`src/core/radio_status_pkg.sv`:
```
/*
  Constants for the radio packet status register bank: byte offsets, reset values,
  event bit positions and field encodings.
  Assumes an Avalon-MM slave with 32-bit data and byte addressing on a 12-bit address.
*/
package radio_status_pkg;

  // Address and data geometry of the register window
  localparam int ADDR_W = 12;
  localparam int DATA_W = 32;

  // Register byte offsets
  localparam logic [11:0] OFS_INTERRUPT_ENABLE_SET = 12'h304;
  localparam logic [11:0] OFS_INTERRUPT_DISABLE = 12'h308;
  localparam logic [11:0] OFS_CHECK_STATUS = 12'h400;
  localparam logic [11:0] OFS_RECEIVED_LOGICAL_ADDRESS = 12'h408;
  localparam logic [11:0] OFS_RECEIVED_CHECK_FIELD = 12'h40c;
  localparam logic [11:0] OFS_MATCHED_DEVICE_INDEX = 12'h410;
  localparam logic [11:0] OFS_PACKET_BUFFER_POINTER = 12'h504;
  localparam logic [11:0] OFS_EVENT_STATUS = 12'h600;
  localparam logic [11:0] OFS_SIGNAL_STRENGTH_SAMPLE = 12'h604;
  localparam logic [11:0] OFS_BIT_COUNT_COMPARE = 12'h608;

  // Event bit positions, shared by enable and sticky status registers
  localparam int EVENT_COUNT = 11;
  localparam int EV_READY = 0;
  localparam int EV_ADDRESS = 1;
  localparam int EV_RECEIVED_A = 2;
  localparam int EV_END = 3;
  localparam int EV_DISABLED = 4;
  localparam int EV_DEVICE_ADDRESS_HIT = 5;
  localparam int EV_DEVICE_ADDRESS_MISS = 6;
  localparam int EV_SIGNAL_STRENGTH_DONE = 7;
  localparam int EV_BIT_COUNT_HIT = 8;
  localparam int EV_CHECK_PASSED = 9;
  localparam int EV_CHECK_FAILED = 10;

  // Field encodings
  localparam logic CHECK_FAILED_CODE = 1'b0;
  localparam logic CHECK_PASSED_CODE = 1'b1;

  // Reset values
  localparam logic [31:0] RST_INTERRUPT_ENABLE = 32'h0000_0000;
  localparam logic [31:0] RST_CHECK_STATUS = 32'h0000_0000;
  localparam logic [31:0] RST_PACKET_BUFFER_POINTER = 32'h0000_0000;
  localparam logic [31:0] RST_CAPTURE = 32'h0000_0000;
  localparam logic [31:0] RST_BIT_COUNT_COMPARE = 32'h0000_0000;

  // Value returned for an unmapped read
  localparam logic [31:0] UNMAPPED_READ = 32'h0000_0000;

endpackage : radio_status_pkg

```
`src/core/radio_packet_status_regs.sv`:
```
/*
  Radio packet status register bank: interrupt enable/disable with sticky event
  status, last-packet capture registers and the packet buffer pointer, behind an
  Avalon-MM slave with waitrequest.
  Assumes event strobes and capture values come from radio logic on the same clock,
  each strobe one cycle high, capture values valid in the strobe cycle.
*/
`timescale 1ns/1ps
module radio_packet_status_regs #(
  parameter int LOGICAL_ADDR_W = 3,
  parameter int CHECK_FIELD_W = 24,
  parameter int DEVICE_INDEX_W = 3,
  parameter int SIGNAL_STRENGTH_W = 7,
  parameter int BIT_COUNT_W = 32
) (
  input wire logic CLK,
  input wire logic RST_N,
  // Avalon-MM slave
  input wire logic [radio_status_pkg::ADDR_W-1:0] ADDRESS,
  input wire logic READ,
  input wire logic WRITE,
  input wire logic [radio_status_pkg::DATA_W-1:0] WRITEDATA,
  input wire logic [3:0] BYTEENABLE,
  output logic [radio_status_pkg::DATA_W-1:0] READDATA,
  output logic WAITREQUEST,
  // Radio core event strobes
  input wire logic READY_STROBE,
  input wire logic ADDRESS_STROBE,
  input wire logic RECEIVED_A_STROBE,
  input wire logic END_STROBE,
  input wire logic DISABLED_STROBE,
  input wire logic DEVICE_ADDRESS_HIT,
  input wire logic DEVICE_ADDRESS_MISS,
  input wire logic [DEVICE_INDEX_W-1:0] DEVICE_INDEX,
  // Reception end with captured packet facts
  input wire logic RX_DONE,
  input wire logic RX_CHECK_OK,
  input wire logic [LOGICAL_ADDR_W-1:0] RX_LOGICAL_ADDRESS,
  input wire logic [CHECK_FIELD_W-1:0] RX_CHECK_FIELD,
  // Signal strength sampler
  input wire logic SIGNAL_STRENGTH_VALID,
  input wire logic [SIGNAL_STRENGTH_W-1:0] SIGNAL_STRENGTH_VALUE,
  // Received bit counter
  input wire logic BIT_COUNT_STEP,
  input wire logic [BIT_COUNT_W-1:0] BIT_COUNT,
  // Outputs to radio core and processor
  output logic [31:0] PACKET_BUFFER_POINTER,
  output logic IRQ
);
  import radio_status_pkg::*;

  // Elaboration checks, every field must fit one bus word
  if (LOGICAL_ADDR_W < 1 || LOGICAL_ADDR_W > DATA_W)
  begin : g_logical_addr_w_check
    $error("radio_packet_status_regs: LOGICAL_ADDR_W must lie between 1 and 32");
  end

  if (CHECK_FIELD_W < 1 || CHECK_FIELD_W > DATA_W)
  begin : g_check_field_w_check
    $error("radio_packet_status_regs: CHECK_FIELD_W must lie between 1 and 32");
  end

  if (DEVICE_INDEX_W < 1 || DEVICE_INDEX_W > DATA_W)
  begin : g_device_index_w_check
    $error("radio_packet_status_regs: DEVICE_INDEX_W must lie between 1 and 32");
  end

  if (SIGNAL_STRENGTH_W < 1 || SIGNAL_STRENGTH_W > DATA_W)
  begin : g_signal_strength_w_check
    $error("radio_packet_status_regs: SIGNAL_STRENGTH_W must lie between 1 and 32");
  end

  if (BIT_COUNT_W < 1 || BIT_COUNT_W > DATA_W)
  begin : g_bit_count_w_check
    $error("radio_packet_status_regs: BIT_COUNT_W must lie between 1 and 32");
  end

  if (EVENT_COUNT > DATA_W)
  begin : g_event_count_check
    $error("radio_packet_status_regs: event vector wider than the bus word");
  end

  typedef logic [EVENT_COUNT-1:0] event_t;

  // Whole state of the bank
  typedef struct packed {
    event_t int_enable;
    event_t event_status;
    logic check_status;
    logic [LOGICAL_ADDR_W-1:0] logical_address;
    logic [CHECK_FIELD_W-1:0] check_field;
    logic [DEVICE_INDEX_W-1:0] device_index;
    logic [31:0] packet_pointer;
    logic [SIGNAL_STRENGTH_W-1:0] signal_strength;
    logic [BIT_COUNT_W-1:0] bit_compare;
    logic waitrequest;
    logic [DATA_W-1:0] readdata;
    logic irq;
  } state_s;

  state_s state_reg;
  state_s state_next;

  // Merge write data into an old word under byte enables
  function automatic logic [31:0] merge_bytes(
    input logic [31:0] old_word,
    input logic [31:0] new_word,
    input logic [3:0] lanes
  );
    logic [31:0] result;
    result = old_word;
    for (int i = 0; i < 4; i++)
    begin
      if (lanes[i])
      begin
        result[8*i +: 8] = new_word[8*i +: 8];
      end
    end
    return result;
  endfunction : merge_bytes

  // Zero-extend a narrow field to a bus word
  function automatic logic [31:0] widen(input logic [31:0] value, input int width);
    logic [31:0] mask;
    mask = (width >= 32) ? 32'hFFFF_FFFF : ((32'h0000_0001 << width) - 32'h0000_0001);
    return value & mask;
  endfunction : widen

  // Combinational event vector and bus strobes
  event_t raised;
  logic request;
  logic accept;
  logic do_write;
  logic [31:0] write_word;
  logic [31:0] read_word;
  logic [31:0] merged_pointer;
  logic [31:0] merged_compare;
  logic wr_status;
  logic wr_enable_set;
  logic wr_disable;
  logic wr_pointer;
  logic wr_compare;

  // Gather this cycle's events from the radio core
  always_comb
  begin
    raised = '0;
    raised[EV_READY] = READY_STROBE;
    raised[EV_ADDRESS] = ADDRESS_STROBE;
    raised[EV_RECEIVED_A] = RECEIVED_A_STROBE;
    raised[EV_END] = END_STROBE;
    raised[EV_DISABLED] = DISABLED_STROBE;
    raised[EV_DEVICE_ADDRESS_HIT] = DEVICE_ADDRESS_HIT;
    raised[EV_DEVICE_ADDRESS_MISS] = DEVICE_ADDRESS_MISS;
    raised[EV_SIGNAL_STRENGTH_DONE] = SIGNAL_STRENGTH_VALID;
    raised[EV_BIT_COUNT_HIT] = BIT_COUNT_STEP && (BIT_COUNT == state_reg.bit_compare);
    raised[EV_CHECK_PASSED] = RX_DONE && RX_CHECK_OK;
    raised[EV_CHECK_FAILED] = RX_DONE && !RX_CHECK_OK;
  end

  // Bus handshake: reads sample in the first cycle, writes take effect in the second cycle, which answers
  assign request = READ || WRITE;
  assign accept = request && state_reg.waitrequest;
  assign do_write = WRITE && !state_reg.waitrequest;
  assign write_word = merge_bytes(32'h0000_0000, WRITEDATA, BYTEENABLE);
  assign merged_pointer = merge_bytes(state_reg.packet_pointer, WRITEDATA, BYTEENABLE);
  assign merged_compare = merge_bytes(widen(32'(state_reg.bit_compare), BIT_COUNT_W), WRITEDATA, BYTEENABLE);

  // Write strobes, one per writable register
  assign wr_status = do_write && (ADDRESS == OFS_EVENT_STATUS);
  assign wr_enable_set = do_write && (ADDRESS == OFS_INTERRUPT_ENABLE_SET);
  assign wr_disable = do_write && (ADDRESS == OFS_INTERRUPT_DISABLE);
  assign wr_pointer = do_write && (ADDRESS == OFS_PACKET_BUFFER_POINTER);
  assign wr_compare = do_write && (ADDRESS == OFS_BIT_COUNT_COMPARE);

  // Read multiplexer, unmapped offsets read zero
  always_comb
  begin
    read_word = UNMAPPED_READ;
    unique case (ADDRESS)
      OFS_INTERRUPT_ENABLE_SET,
      OFS_INTERRUPT_DISABLE: read_word = 32'(state_reg.int_enable);
      OFS_EVENT_STATUS: read_word = 32'(state_reg.event_status);
      OFS_CHECK_STATUS: read_word = 32'(state_reg.check_status);
      OFS_RECEIVED_LOGICAL_ADDRESS: read_word = widen(32'(state_reg.logical_address), LOGICAL_ADDR_W);
      OFS_RECEIVED_CHECK_FIELD: read_word = widen(32'(state_reg.check_field), CHECK_FIELD_W);
      OFS_MATCHED_DEVICE_INDEX: read_word = widen(32'(state_reg.device_index), DEVICE_INDEX_W);
      OFS_PACKET_BUFFER_POINTER: read_word = state_reg.packet_pointer;
      OFS_SIGNAL_STRENGTH_SAMPLE: read_word = widen(32'(state_reg.signal_strength), SIGNAL_STRENGTH_W);
      OFS_BIT_COUNT_COMPARE: read_word = widen(32'(state_reg.bit_compare), BIT_COUNT_W);
      default: read_word = UNMAPPED_READ;
    endcase
  end

  // Next-state logic
  always_comb
  begin
    state_next = state_reg;

    // Waitrequest drops for exactly one cycle per request
    state_next.waitrequest = !accept;
    if (accept && READ)
    begin
      state_next.readdata = read_word;
    end

    // Sticky status: write-one-to-clear, then set wins over clear
    if (wr_status)
    begin
      state_next.event_status = state_reg.event_status & ~write_word[EVENT_COUNT-1:0];
    end
    state_next.event_status = state_next.event_status | raised;

    // Enable set and disable; zero bits leave enables alone
    if (wr_enable_set)
    begin
      state_next.int_enable = state_reg.int_enable | write_word[EVENT_COUNT-1:0];
    end
    if (wr_disable)
    begin
      state_next.int_enable = state_reg.int_enable & ~write_word[EVENT_COUNT-1:0];
    end

    // Packet pointer, software must give a byte-aligned RAM address
    if (wr_pointer)
    begin
      state_next.packet_pointer = merged_pointer;
    end

    // Bit counter compare value
    if (wr_compare)
    begin
      state_next.bit_compare = merged_compare[BIT_COUNT_W-1:0];
    end

    // Capture at reception end, held until the next one
    // Bus writes never reach these read-only fields
    if (RX_DONE)
    begin
      state_next.check_status = RX_CHECK_OK ? CHECK_PASSED_CODE : CHECK_FAILED_CODE;
      state_next.logical_address = RX_LOGICAL_ADDRESS;
      state_next.check_field = RX_CHECK_FIELD;
    end

    // Matching device address entry
    if (DEVICE_ADDRESS_HIT)
    begin
      state_next.device_index = DEVICE_INDEX;
    end

    // New signal strength sample
    if (SIGNAL_STRENGTH_VALID)
    begin
      state_next.signal_strength = SIGNAL_STRENGTH_VALUE;
    end

    // Level interrupt from pending and enabled events
    state_next.irq = |(state_next.event_status & state_next.int_enable);
  end

  // State register with asynchronous reset to constants
  always_ff @(posedge CLK or negedge RST_N)
  begin
    if (!RST_N)
    begin
      state_reg.int_enable <= RST_INTERRUPT_ENABLE[EVENT_COUNT-1:0];
      state_reg.event_status <= '0;
      state_reg.check_status <= RST_CHECK_STATUS[0];
      state_reg.logical_address <= RST_CAPTURE[LOGICAL_ADDR_W-1:0];
      state_reg.check_field <= RST_CAPTURE[CHECK_FIELD_W-1:0];
      state_reg.device_index <= RST_CAPTURE[DEVICE_INDEX_W-1:0];
      state_reg.packet_pointer <= RST_PACKET_BUFFER_POINTER;
      state_reg.signal_strength <= RST_CAPTURE[SIGNAL_STRENGTH_W-1:0];
      state_reg.bit_compare <= RST_BIT_COUNT_COMPARE[BIT_COUNT_W-1:0];
      state_reg.waitrequest <= 1'b1;
      state_reg.readdata <= '0;
      state_reg.irq <= 1'b0;
    end
    else
    begin
      state_reg <= state_next;
    end
  end

  // Ports straight from flip-flops
  assign READDATA = state_reg.readdata;
  assign WAITREQUEST = state_reg.waitrequest;
  assign PACKET_BUFFER_POINTER = state_reg.packet_pointer;
  assign IRQ = state_reg.irq;

endmodule : radio_packet_status_regs

```
`config.mk`:
```
export PLATFORM = sky130hd
export DESIGN_NAME = radio_packet_status_regs
export DESIGN_NICKNAME = d
export VERILOG_FILES = /design/src/core/radio_status_pkg.sv /design/src/core/radio_packet_status_regs.sv
export SDC_FILE = /design/constraint.sdc
export NUM_CORES = 1
export LEC_CHECK = 0
export ABC_AREA = 1
export BUFFER_PORTS_ARGS = -buffer_cell sky130_fd_sc_hd__buf_2
export CAP_MARGIN = 20
export CORE_ASPECT_RATIO = 1.75
export CORE_UTILIZATION = 36
export CTS_BUF_LIST = sky130_fd_sc_hd__clkbuf_16
export DETAILED_ROUTE_END_ITERATION = 7
export PLACE_DENSITY = 0.71
export SLEW_MARGIN = 25
export SYNTH_ARGS = -nofsm -noshare
export SYNTH_HDL_FRONTEND = slang
export SYNTH_SLANG_ARGS = --single-unit
```
`constraint.sdc`:
```
create_clock -name CLK -period 1.5 [get_ports CLK]
set_input_delay 0.075 -clock CLK [delete_from_list [all_inputs] [get_ports CLK]]
set_output_delay 0.075 -clock CLK [all_outputs]
set_load 0.05 [all_outputs]
```
# Word level (Yosys, flattened, before mapping)
# Index checks and enable logic that the tools add are counted.
[op_classes]
eq_ne = 11
mux = 7
n_reduce_logical = 25
bitwise_logic = 6
[op_table]
columns = ["operator", "count"]
rows = [
  ["case mux 32 bit (9 select lines)", 1],
  ["== test 12 x 11 -> 1 bit, second input constant", 8],
  ["AND 11 bit", 3],
  ["2-to-1 mux 11 bit", 3],
  ["== test 32 bit", 1],
  ["== test 12 x 10 -> 1 bit, second input constant", 2],
  ["bitwise OR 11 bit", 2],
  ["AND reduction 2 bit", 8],
  ["logical AND 1 bit", 11],
  ["NOT 11 bit", 1],
  ["OR reduction 11 bit", 1],
  ["2-to-1 mux 8 bit", 1],
  ["logical NOT 1 bit", 3],
  ["2-to-1 mux 3 bit", 1],
  ["OR reduction 2 bit", 1],
  ["logical OR 1 bit", 1],
  ["2-to-1 mux 1 bit", 1],
]
[word_totals]
reg_bits = 158
inputBits = 132
output_inout_bits = 66
word_cells = 67

# Longest topological paths before layout
# Gate-level depths: netlist of run 1.
[logic_depth]
depth_word = 7
depth_mapped = 13
depth_no_buf = 12

# Worst setup path after synthesis of run 1
# OpenSTA, ideal clock, no wires.
[synth_timing]
path_type = "reg-to-reg"
from = "reg state_reg, in the netlist WAITREQUEST"
to = "reg state_reg, in the netlist IRQ"
t_arrival_ns = 1.497
setup_time_ns = 0.127
path_slack_ns = -0.125
stages_incl_launch_ff = 10
path_buffers = 1
synth_period_minus_slack_ns = 1.625
required_ns = 1.373
path_cell_list = "dfstp_2 -> nor2_1 -> buf_2 -> nand3_2 -> nor2_1 -> nor2_1 -> nand2_1 -> nand2_1 -> a21oi_1 -> nand3_1"
[synth_lines]
columns = ["item", "line", "source"]
rows = [
  ["from (decl)", "radio_packet_status_regs.sv:101", "state_s state_reg;"],
  ["from (signal assigned)", "radio_packet_status_regs.sv:281", "state_reg <= state_next;"],
]

==> flow_summary.ini, run 1 <==
[drt]
drc = 0
via_count = 8070
finalWirelength_um = 28800
wl_met1_um = 10100
vias_per_cell = 4.86
wire_per_inst_um = 17.3
highest_layer = met5
ant_nets = 0
wl_met2_um = 15600
first_pass_iters = 5
dr.first_iter.drc_count = 517
routed-wl-met3_um = 1280

[worst_setup_path]
rr_worst_depth = 9
reg2reg_from = WAITREQUEST$_DFF_PN1_
end_kind = register
cp_max_fo = 7
cp.required_ns = 1.82
cp-start-kind = register
slowest_delay_ns = 0.48
crit_buf_inv = 1
worstPathArrival_ns = 1.98
crit_path_cell_trace = nor2_4 > buf_6 > nand3_4 > nor2_1 > nor2_1 > nand2_1 > nand2_1 > a21oi_2 > nand3_1
crit_family = simple AND/OR/NAND/NOR gates
rrSetupSlack_ns = -0.16
critical_path_class = reg2reg
r2r-end = IRQ$_DFF_PN0_
slowest_stage = dfstp_4

[cts]
cts_made_buffers = 17
clk_latency_ns = 0.43
path_clk_slew_ns = 0.07
cts.sinks = 158
cts_buffer_depth = 2
ctsRootBufferMaster = clkbuf_16
cts_tree = done
htree_levels = 4

[logic_synthesis]
synth_top_area_cell = dfrtp_1
synth_nets = 1186
ys_seq_area_frac = 0.484
synthArstFlopShare = 1.00
synth_edf_count = 0
synthDistinctLibCells = 35
synth_area_um2 = 8170
netlist_instances = 1054
yosysWarnings = 0
ys.flop_type = dfrtp_1
synth_area_leaders = dfrtp_1 48%, nand2_1 15%, inv_1 6.4%, o21ai_0 6.4%, buf_4 5.9%
syn_avg_cell_area_um2 = 7.75
ys_ff_latch = 158
synth_top_area_frac = 0.481

[timing]
skew_ns = 0.00685
hold_viol_final = 0
period_minus_slack_ns = 1.66
fmax_mhz = 602
rsz0062_at_grt = true
holdWs_ns = 0.0118
period_share = 1.11
worstMarginPinSlew_ns = 0.456
relSlewSlack = 0.695
report.final.slew_viol_count = 0
setup_slack_ns = -0.161
setup_viol = 63

[placed_design]
io_buffer_count = 197
pre_cts_slack_ns = -0.288
dp_hpwl_um = 21200
globalplace.congestion = 0.932
dp.cells = 1523

[global_routing]
grt-ovfl-total = 0
grt_max_degree = 47
track_usage = 0.254
grt_pass1_wl_um = 43500
antenna_found_initial = 8
grt_pass1_vias = 8215

[die]
core_um2 = 22200
die_h_um = 201
initial_core_util = 0.369
num_io_pins = 198
die_area_um2 = 23300
rows = 72
dieWidth_um = 116

[final_layout]
drive_above_1_share = 0.330
multi_input_area_um2 = 3620
final_common_cell = nand2_1
most-common-layout-cells = 275 x nand2_1, 195 x buf_2, 157 x dfrtp_1
stdcell_count = 1662
final_nets = 1479
area_growth_pct = 45.4
regArea_um2 = 3960
largest_register_ffs = 92
n_fill_cell = 2030

[min_path]
holdPathStages = 3
hold_class = in2reg
min_from = SIGNAL_STRENGTH_VALID
whs_endpoint = state_reg[72]$_DFFE_PN0P_

[power_and_ir_drop]
power_leakage_nw = 6.07
total_power_mw = 10.4
max-vdd-ir-drop_v = 0.000735
power_density_nw_per_um2 = 876

[run]
cap_violations = 0

[status]
failed_checks = negative setup slack
status = finished with violations
## layout make-up
cell class                 count  area share
clock inverter                14      0.0201
antenna                        7     0.00147
inverter                     143      0.0452
sequential                   158       0.333
tap                          296      0.0312
timing repair buffer         364       0.229
multi-input combinational    663       0.304
clock buffer                  17      0.0358
## worst max path at each step
stage | cells past startpoint | slack [ns] | from | to
floorplan | 9 | 0.004 | WAITREQUEST$_DFF_PN1_ | IRQ$_DFF_PN0_
global placement | 11 | -0.26 | ADDRESS[5] | READDATA[7]$_DFFE_PN0P_
detailed placement | 11 | -0.29 | ADDRESS[7] | READDATA[7]$_DFFE_PN0P_
CTS | 9 | -0.12 | WAITREQUEST$_DFF_PN1_ | IRQ$_DFF_PN0_
global route | 9 | -0.30 | WAITREQUEST$_DFF_PN1_ | IRQ$_DFF_PN0_
finish | 9 | -0.16 | WAITREQUEST$_DFF_PN1_ | IRQ$_DFF_PN0_
## logic make-up (layout without fill, tap and decap cells)
family,Yosys count,after routing,share of synthesized area
AO/OA/AOI/OAI,179,179,0.116
XOR/XNOR,8,8,0.00857
buffers and inverters,237,538,0.141
flip-flops,158,158,0.484
multiplexers,13,13,0.0179
other,0,7,0
AND/OR/NAND/NOR,459,463,0.233
## timing repair
action                                 in CTS  in global routing
resized for setup                          72                124
endpoints found under the hold margin     267                  0
pin swaps                                  13                 20
setup buffers                               1                  8
setup endpoints to repair                  67                 70
hold buffers                               84                  0
cloned                                      6                  2
## metal layers
metal  track usage  up-vias
met4         0.172        2
met1         0.263     3823
met5             0        -
met3        0.0416       84
met2         0.458      295
li1              -     3866
## through the flow
stage | TNS (ns) | util | instance area (um^2)
6_report | -6.11 | 0.536 | 11900
5_1_grt | -9.81 | 0.536 | 11900
4_1_cts | -0.901 | 0.509 | 11300
3_5_place_dp | -12.60 | 0.432 | 9570
3_3_place_gp | -9.25 | 0.432 | 9570
2_1_floorplan | 0 | - | 8200
## cell usage after synthesis (12+ instances only)
| master | n |
|---|---|
| buf_2 | 15 |
| nor2_1 | 62 |
| nand4_1 | 12 |
| o21ai_0 | 105 |
| nand3_1 | 28 |
| dfrtp_1 | 157 |
| o21ai_1 | 28 |
| clkbuf_1 | 14 |
| a21oi_1 | 23 |
| mux2_2 | 13 |
| buf_4 | 64 |
| nand2_1 | 329 |
| inv_1 | 140 |
## tightest hold or removal path, stage by stage
cell and delay [ns]:
buf_2 0.18, nand2_1 0.08, o21ai_0 0.06
## power breakdown
group          switching [mW]  internal, mW  total [mW]
Clock                    1.83          3.12        4.95
Combinational           0.573         0.469        1.04
Sequential             0.0433          4.37        4.41
Total                    2.45          7.96        10.4
Note: power is estimated with default switching activity, not from simulation.
==> run 2, diff against run 1 <==
--- a/config.mk
+++ b/config.mk
@@ -5,7 +5,6 @@
 export SDC_FILE = /design/constraint.sdc
 export NUM_CORES = 1
 export LEC_CHECK = 0
-export ABC_AREA = 1
 export BUFFER_PORTS_ARGS = -buffer_cell sky130_fd_sc_hd__buf_2
 export CAP_MARGIN = 20
 export CORE_ASPECT_RATIO = 1.75
==> flow_summary.ini, run 2 <==
[worst_setup_path]
end_kind = register
worstPathArrival_ns = 2.14
rr_worst_depth = 7
crit_buf_inv = 1
critical_path_class = reg2reg
cp-start-kind = register
cp_max_fo = 5
critical_path_cell_count = 7
rrSetupSlack_ns = -0.36
slowest_delay_ns = 0.53
crit_family = simple AND/OR/NAND/NOR gates
cp.required_ns = 1.78
slowest_stage = dfstp_2
crit_path_cell_trace = and3b_2 > buf_6 > and2_4 > a21oi_4 > a221oi_2 > a2111oi_2 > nand4_1

[logic_synthesis]
synth_area_leaders = dfrtp_1 49%, mux2_2 9.8%, buf_4 6.5%, mux2_4 4.5%, xnor2_1 3.0%
synth_top_area_frac = 0.488
yosysWarnings = 0
synth_nets = 809
synth_area_um2 = 8050
ys_seq_area_frac = 0.491
synth_top_area_cell = dfrtp_1
netlist_instances = 677
synth.most_common_cell = dfrtp_1
synthTopCellsByCount = 157 x dfrtp_1, 70 x buf_4, 70 x mux2_2, 57 x nand2_1, 28 x xnor2_1
synthDistinctLibCells = 62
syn_avg_cell_area_um2 = 11.9
ys.flop_type = dfrtp_1
synthArstFlopShare = 1.00
ys_ff_latch = 158
synth_edf_count = 0

[cts]
cts_made_buffers = 17
cts_buffer_depth = 2
ctsRootBufferMaster = clkbuf_16
cts.sinks = 158
clk_latency_ns = 0.43
htree_levels = 4
path_clk_slew_ns = 0.07
cts_tree = done

[power_and_ir_drop]
total_power_mw = 10.1
power_density_nw_per_um2 = 834
power_leakage_nw = 5.81
max-vdd-ir-drop_v = 0.000770

[timing]
period_share = 1.24
hold_viol_final = 0
setup_slack_ns = -0.360
setup_viol = 85
relSlewSlack = 0.690
skew_ns = 0.0110
fmax_mhz = 538
rsz0062_at_grt = true
period_minus_slack_ns = 1.86
report.final.slew_viol_count = 0
worstMarginPinSlew_ns = 0.461

[die]
initial_core_util = 0.366
die_h_um = 200
rows = 72
num_io_pins = 198
core_um2 = 22000
dieWidth_um = 115
die_area_um2 = 23000

[drt]
finalWirelength_um = 28000
vias_per_cell = 5.17
drc = 0
dr.first_iter.drc_count = 431
wire_per_inst_um = 21.0
ant_nets = 0
first_pass_iters = 5
via_count = 6911

[final_layout]
final_util = 0.550
antenna_cells = 0
stdcell_count = 1337
design_area_um2 = 12100
area_growth_pct = 50.4
drive_above_1_share = 0.549
largest_register_ffs = 92
n_fill_cell = 1864
final_nets = 1160
final_common_cell = buf_2
most-common-layout-cells = 194 x buf_2, 156 x dfrtp_1, 109 x buf_4

[placed_design]
place_area_um2 = 9960
io_buffer_count = 197
dp.cells = 1193
dp_hpwl_um = 19800
globalplace.congestion = 0.919
pre_cts_slack_ns = -0.597

[global_routing]
grt_max_degree = 43
grt_pass1_wl_um = 40500
grt-ovfl-total = 0
antenna_found_initial = 1
track_usage = 0.242
grt_pass1_vias = 7211

[status]
status = finished with violations
failed_checks = negative setup slack

[min_path]
hold_class = in2reg
holdPathStages = 3

[run]
cap_violations = 0
## run 2: cell types whose count changed in the layout (fill, tap and decap cells not counted), sizes merged, moves of 20 or more
| cell | previous run | this run |
|---|---|---|
| nand3 | 31 | 10 |
| buf | 280 | 342 |
| o21ai | 133 | 45 |
| nand2 | 339 | 58 |
| inv | 144 | 12 |
| xnor2 | 8 | 28 |
| nor2 | 69 | 7 |
| mux2 | 13 | 102 |
## run 2: metrics by stage
stage	TNS (ns)	hold slack [ns]
6_report	-12.74	0.0546
4_1_cts	-12.04	0.0151
5_1_grt	-16.30	0.0544
3_3_place_gp	-41.56	0.0345
3_5_place_dp	-44.02	0.0309
2_1_floorplan	-19.95	-0.221
## run 2: worst min-delay path: stages
cell,delay (ns)
buf_2,0.17
inv_1,0.12
nand2_1,0.06
## run 2: cell families after synthesis
| family | count (synthesis) | synth area share |
|---|---|---|
| compound gates | 142 | 0.128 |
| buf+inv | 104 | 0.0913 |
| flops | 158 | 0.491 |
| mux | 103 | 0.155 |
| simple gates | 138 | 0.0995 |
| xor+xnor | 32 | 0.0348 |
## run 2: what timing repair did
| action | CTS | global route |
|---|---|---|
| hold buffers | 82 | 0 |
| setup endpoints to repair | 67 | 107 |
| pin swaps | 19 | 34 |
| gates cloned | 0 | 5 |
| buffers inserted | 16 | 20 |
| hold endpoints to repair | 267 | 0 |
| resized for setup | 51 | 56 |
## run 2: routing by layer
metal	part of all wire	global-route usage	vias up	routed length (um)
li1	-	-	3103	-
met1	0.37	0.258	3425	10200
met2	0.54	0.439	304	15200
met3	0.040	0.0368	77	1120
met4	0.053	0.155	2	1490
met5	0.00043	0	-	12
## run 2: area by class of cell
type	instances	area (um^2)	share of cell area
clock buffers	17	425	0.0352
clock inverters	15	195	0.0161
inverters	8	30.0	0.00248
multi-input cells	415	3870	0.320
flip-flops and latches	158	3960	0.327
well taps	296	370	0.0306
repair buffers	428	3250	0.268
## run 2: report_power, final
group          leakage, nW  internal, mW  switching [mW]  total, mW
logic                 3.44         0.562           0.483       1.05
registers             2.06          4.37          0.0765       4.45
clock network        0.305          2.78            1.82       4.60
total                 5.81          7.72            2.37       10.1
## run 2: final timing paths
kind                                          startpoint                                     to
worst max-delay path               WAITREQUEST$_DFF_PN1_                          IRQ$_DFF_PN0_
worst min-delay path               SIGNAL_STRENGTH_VALID               state_reg[143]$_DFF_PN0_
worst max register to register     WAITREQUEST$_DFF_PN1_                          IRQ$_DFF_PN0_
worst min register to register  READDATA[17]$_DFFE_PN0P_               READDATA[17]$_DFFE_PN0P_
max in group asynchronous                          RST_N               state_reg[153]$_DFF_PN0_
min in group asynchronous                          RST_N  PACKET_BUFFER_POINTER[25]$_DFFE_PN0P_
==> run 3, diff against run 2 <==
--- a/config.mk
+++ b/config.mk
@@ -8,10 +8,10 @@
 export BUFFER_PORTS_ARGS = -buffer_cell sky130_fd_sc_hd__buf_2
 export CAP_MARGIN = 20
 export CORE_ASPECT_RATIO = 1.75
-export CORE_UTILIZATION = 36
+export CORE_UTILIZATION = 40
 export CTS_BUF_LIST = sky130_fd_sc_hd__clkbuf_16
 export DETAILED_ROUTE_END_ITERATION = 7
-export PLACE_DENSITY = 0.71
+export PLACE_DENSITY = 0.76
 export SLEW_MARGIN = 25
 export SYNTH_ARGS = -nofsm -noshare
 export SYNTH_HDL_FRONTEND = slang
==> flow_summary.ini, run 3 (synthesized netlist as in run 2, its figures left out) <==
[min_path]
hold_class = in2async

[cts]
cts.sinks = 158
path_clk_slew_ns = 0.07
ctsRootBufferMaster = clkbuf_16
cts_tree = done
clk_latency_ns = 0.43
cts_made_buffers = 17
cts_buffer_depth = 2
htree_levels = 4

[placed_design]
globalplace.congestion = 0.971
place_area_um2 = 9850
dp_hpwl_um = 19500
io_buffer_count = 197
pre_cts_slack_ns = -0.587
dp.cells = 1136

[worst_setup_path]
crit_path_cell_trace = and3b_2 > buf_6 > buf_6 > and2_4 > a21oi_4 > a21oi_2 > a22oi_1 > nand4_1
end_kind = register
cpMostUsedCell = buf_6
critical_path_class = reg2reg
slowest_stage = dfstp_2
slowest_delay_ns = 0.53
cp_max_fo = 6
cp.required_ns = 1.79
cp-start-kind = register
worstPathArrival_ns = 2.15

[power_and_ir_drop]
pwr-share-comb = 0.108
power_density_nw_per_um2 = 817
total_power_mw = 9.68
netSwitchingFraction = 0.253
max-vdd-ir-drop_v = 0.000811
switchingPower_mw = 2.45
power.internal_mw = 7.24
power_leakage_nw = 5.69
power_frac_seq = 0.459
clkPwrFrac = 0.433

[timing]
period_minus_slack_ns = 1.86
skew_ns = 0.00918
setup_slack_ns = -0.359
fmax_mhz = 538
hold_viol_final = 0
setup_viol = 79
period_share = 1.24
rsz0062_at_grt = true
relSlewSlack = 0.671
worstMarginPinSlew_ns = 0.487
report.final.slew_viol_count = 0

[global_routing]
antenna_found_initial = 2
grt_pass1_vias = 7249
grt-ovfl-total = 0
grt_max_degree = 43
grt_pass1_wl_um = 40200
track_usage = 0.267

[drt]
wire_per_inst_um = 21.4
vias_per_cell = 5.38
wl_met1_um = 9590
wl_met2_um = 14500
via_count = 6876
ant_nets = 0
dr.first_iter.drc_count = 418
drc = 0
first_pass_iters = 5
highest_layer = met4
finalWirelength_um = 27400
routed-wl-met3_um = 1360

[final_layout]
most-common-layout-cells = 194 x buf_2, 156 x dfrtp_1, 99 x buf_4
final_nets = 1149
final_common_cell = buf_2
drive_above_1_share = 0.541
stdcell_count = 1277
largest_register_ffs = 92
n_fill_cell = 1608
final_util = 0.601
area_growth_pct = 47.3
design_area_um2 = 11900

[run]
cap_violations = 0

[die]
dieWidth_um = 109
die_area_um2 = 20700
core_um2 = 19700
num_io_pins = 198
initial_core_util = 0.408
rows = 68
die_h_um = 190

[status]
failed_checks = negative setup slack
status = finished with violations
-- run 3: timing repair --
item,CTS,global route
setup endpoints to repair,67,106
gates resized for setup,42,49
hold buffers,86,0
gates cloned,0,5
pin swaps,14,33
hold endpoints to repair,270,0
buffers inserted,5,13
-- run 3: through the flow --
step           hold slack (ns)  TNS, ns
6_report                 0.142   -14.91
5_1_grt                  0.139   -17.56
4_1_cts                  0.132   -12.99
3_5_place_dp            0.0280   -41.01
3_3_place_gp            0.0231   -37.74
2_1_floorplan           -0.221   -19.95
-- run 3: power groups by stage --
stage / Clock [mW] / Combinational [mW] / Sequential, mW
finish: 4.19 / 1.04 / 4.45
global route: 4.45 / 1.11 / 4.46
CTS: 4.25 / 1.01 / 4.45
detailed placement: 0 / 0.805 / 4.53
global placement: 0 / 0.790 / 4.52
floorplan: 0 / 0.292 / 4.51
-- run 3: layer usage --
metal	vias up	track usage
met3	89	0.0415
met5	-	0
met2	321	0.473
met1	3385	0.277
met4	0	0.199
li1	3081	-
-- run 3: worst max-delay path, delay by kind of cell, from the launching register on --
family                 cells  cell delay, ns
AOI/OAI and AO/OA          3            0.40
buffers and inverters      2            0.27
and+or+nand+nor            3            0.53
DFF                        1            0.53
-- run 3: area by class of cell --
type,instances,area (um^2),share of cell area
inverter,8,30.0,0.00253
clock buffer,17,425,0.0359
multi-input combinational,415,3830,0.323
timing repair buffer,417,3170,0.267
tap,245,307,0.0259
antenna,2,5.00,0.000422
clock inverter,15,139,0.0117
sequential,158,3960,0.334
-- run 3: worst paths after layout --
path / slack, ns / endpoint / from / cells after the start
setup / recovery: -0.36 / IRQ$_DFF_PN0_ / WAITREQUEST$_DFF_PN1_ / 8
setup reg to reg: -0.36 / IRQ$_DFF_PN0_ / WAITREQUEST$_DFF_PN1_ / 8
hold / removal: 0.14 / READDATA[25]$_DFFE_PN0P_ / RST_N / 2
max in group asynchronous: 0.76 / WAITREQUEST$_DFF_PN1_ / RST_N / 3
min in group CLK: 0.15 / state_reg[55]$_DFFE_PN0P_ / BYTEENABLE[2] / 3
hold reg to reg: 0.48 / READDATA[13]$_DFFE_PN0P_ / READDATA[13]$_DFFE_PN0P_ / 2
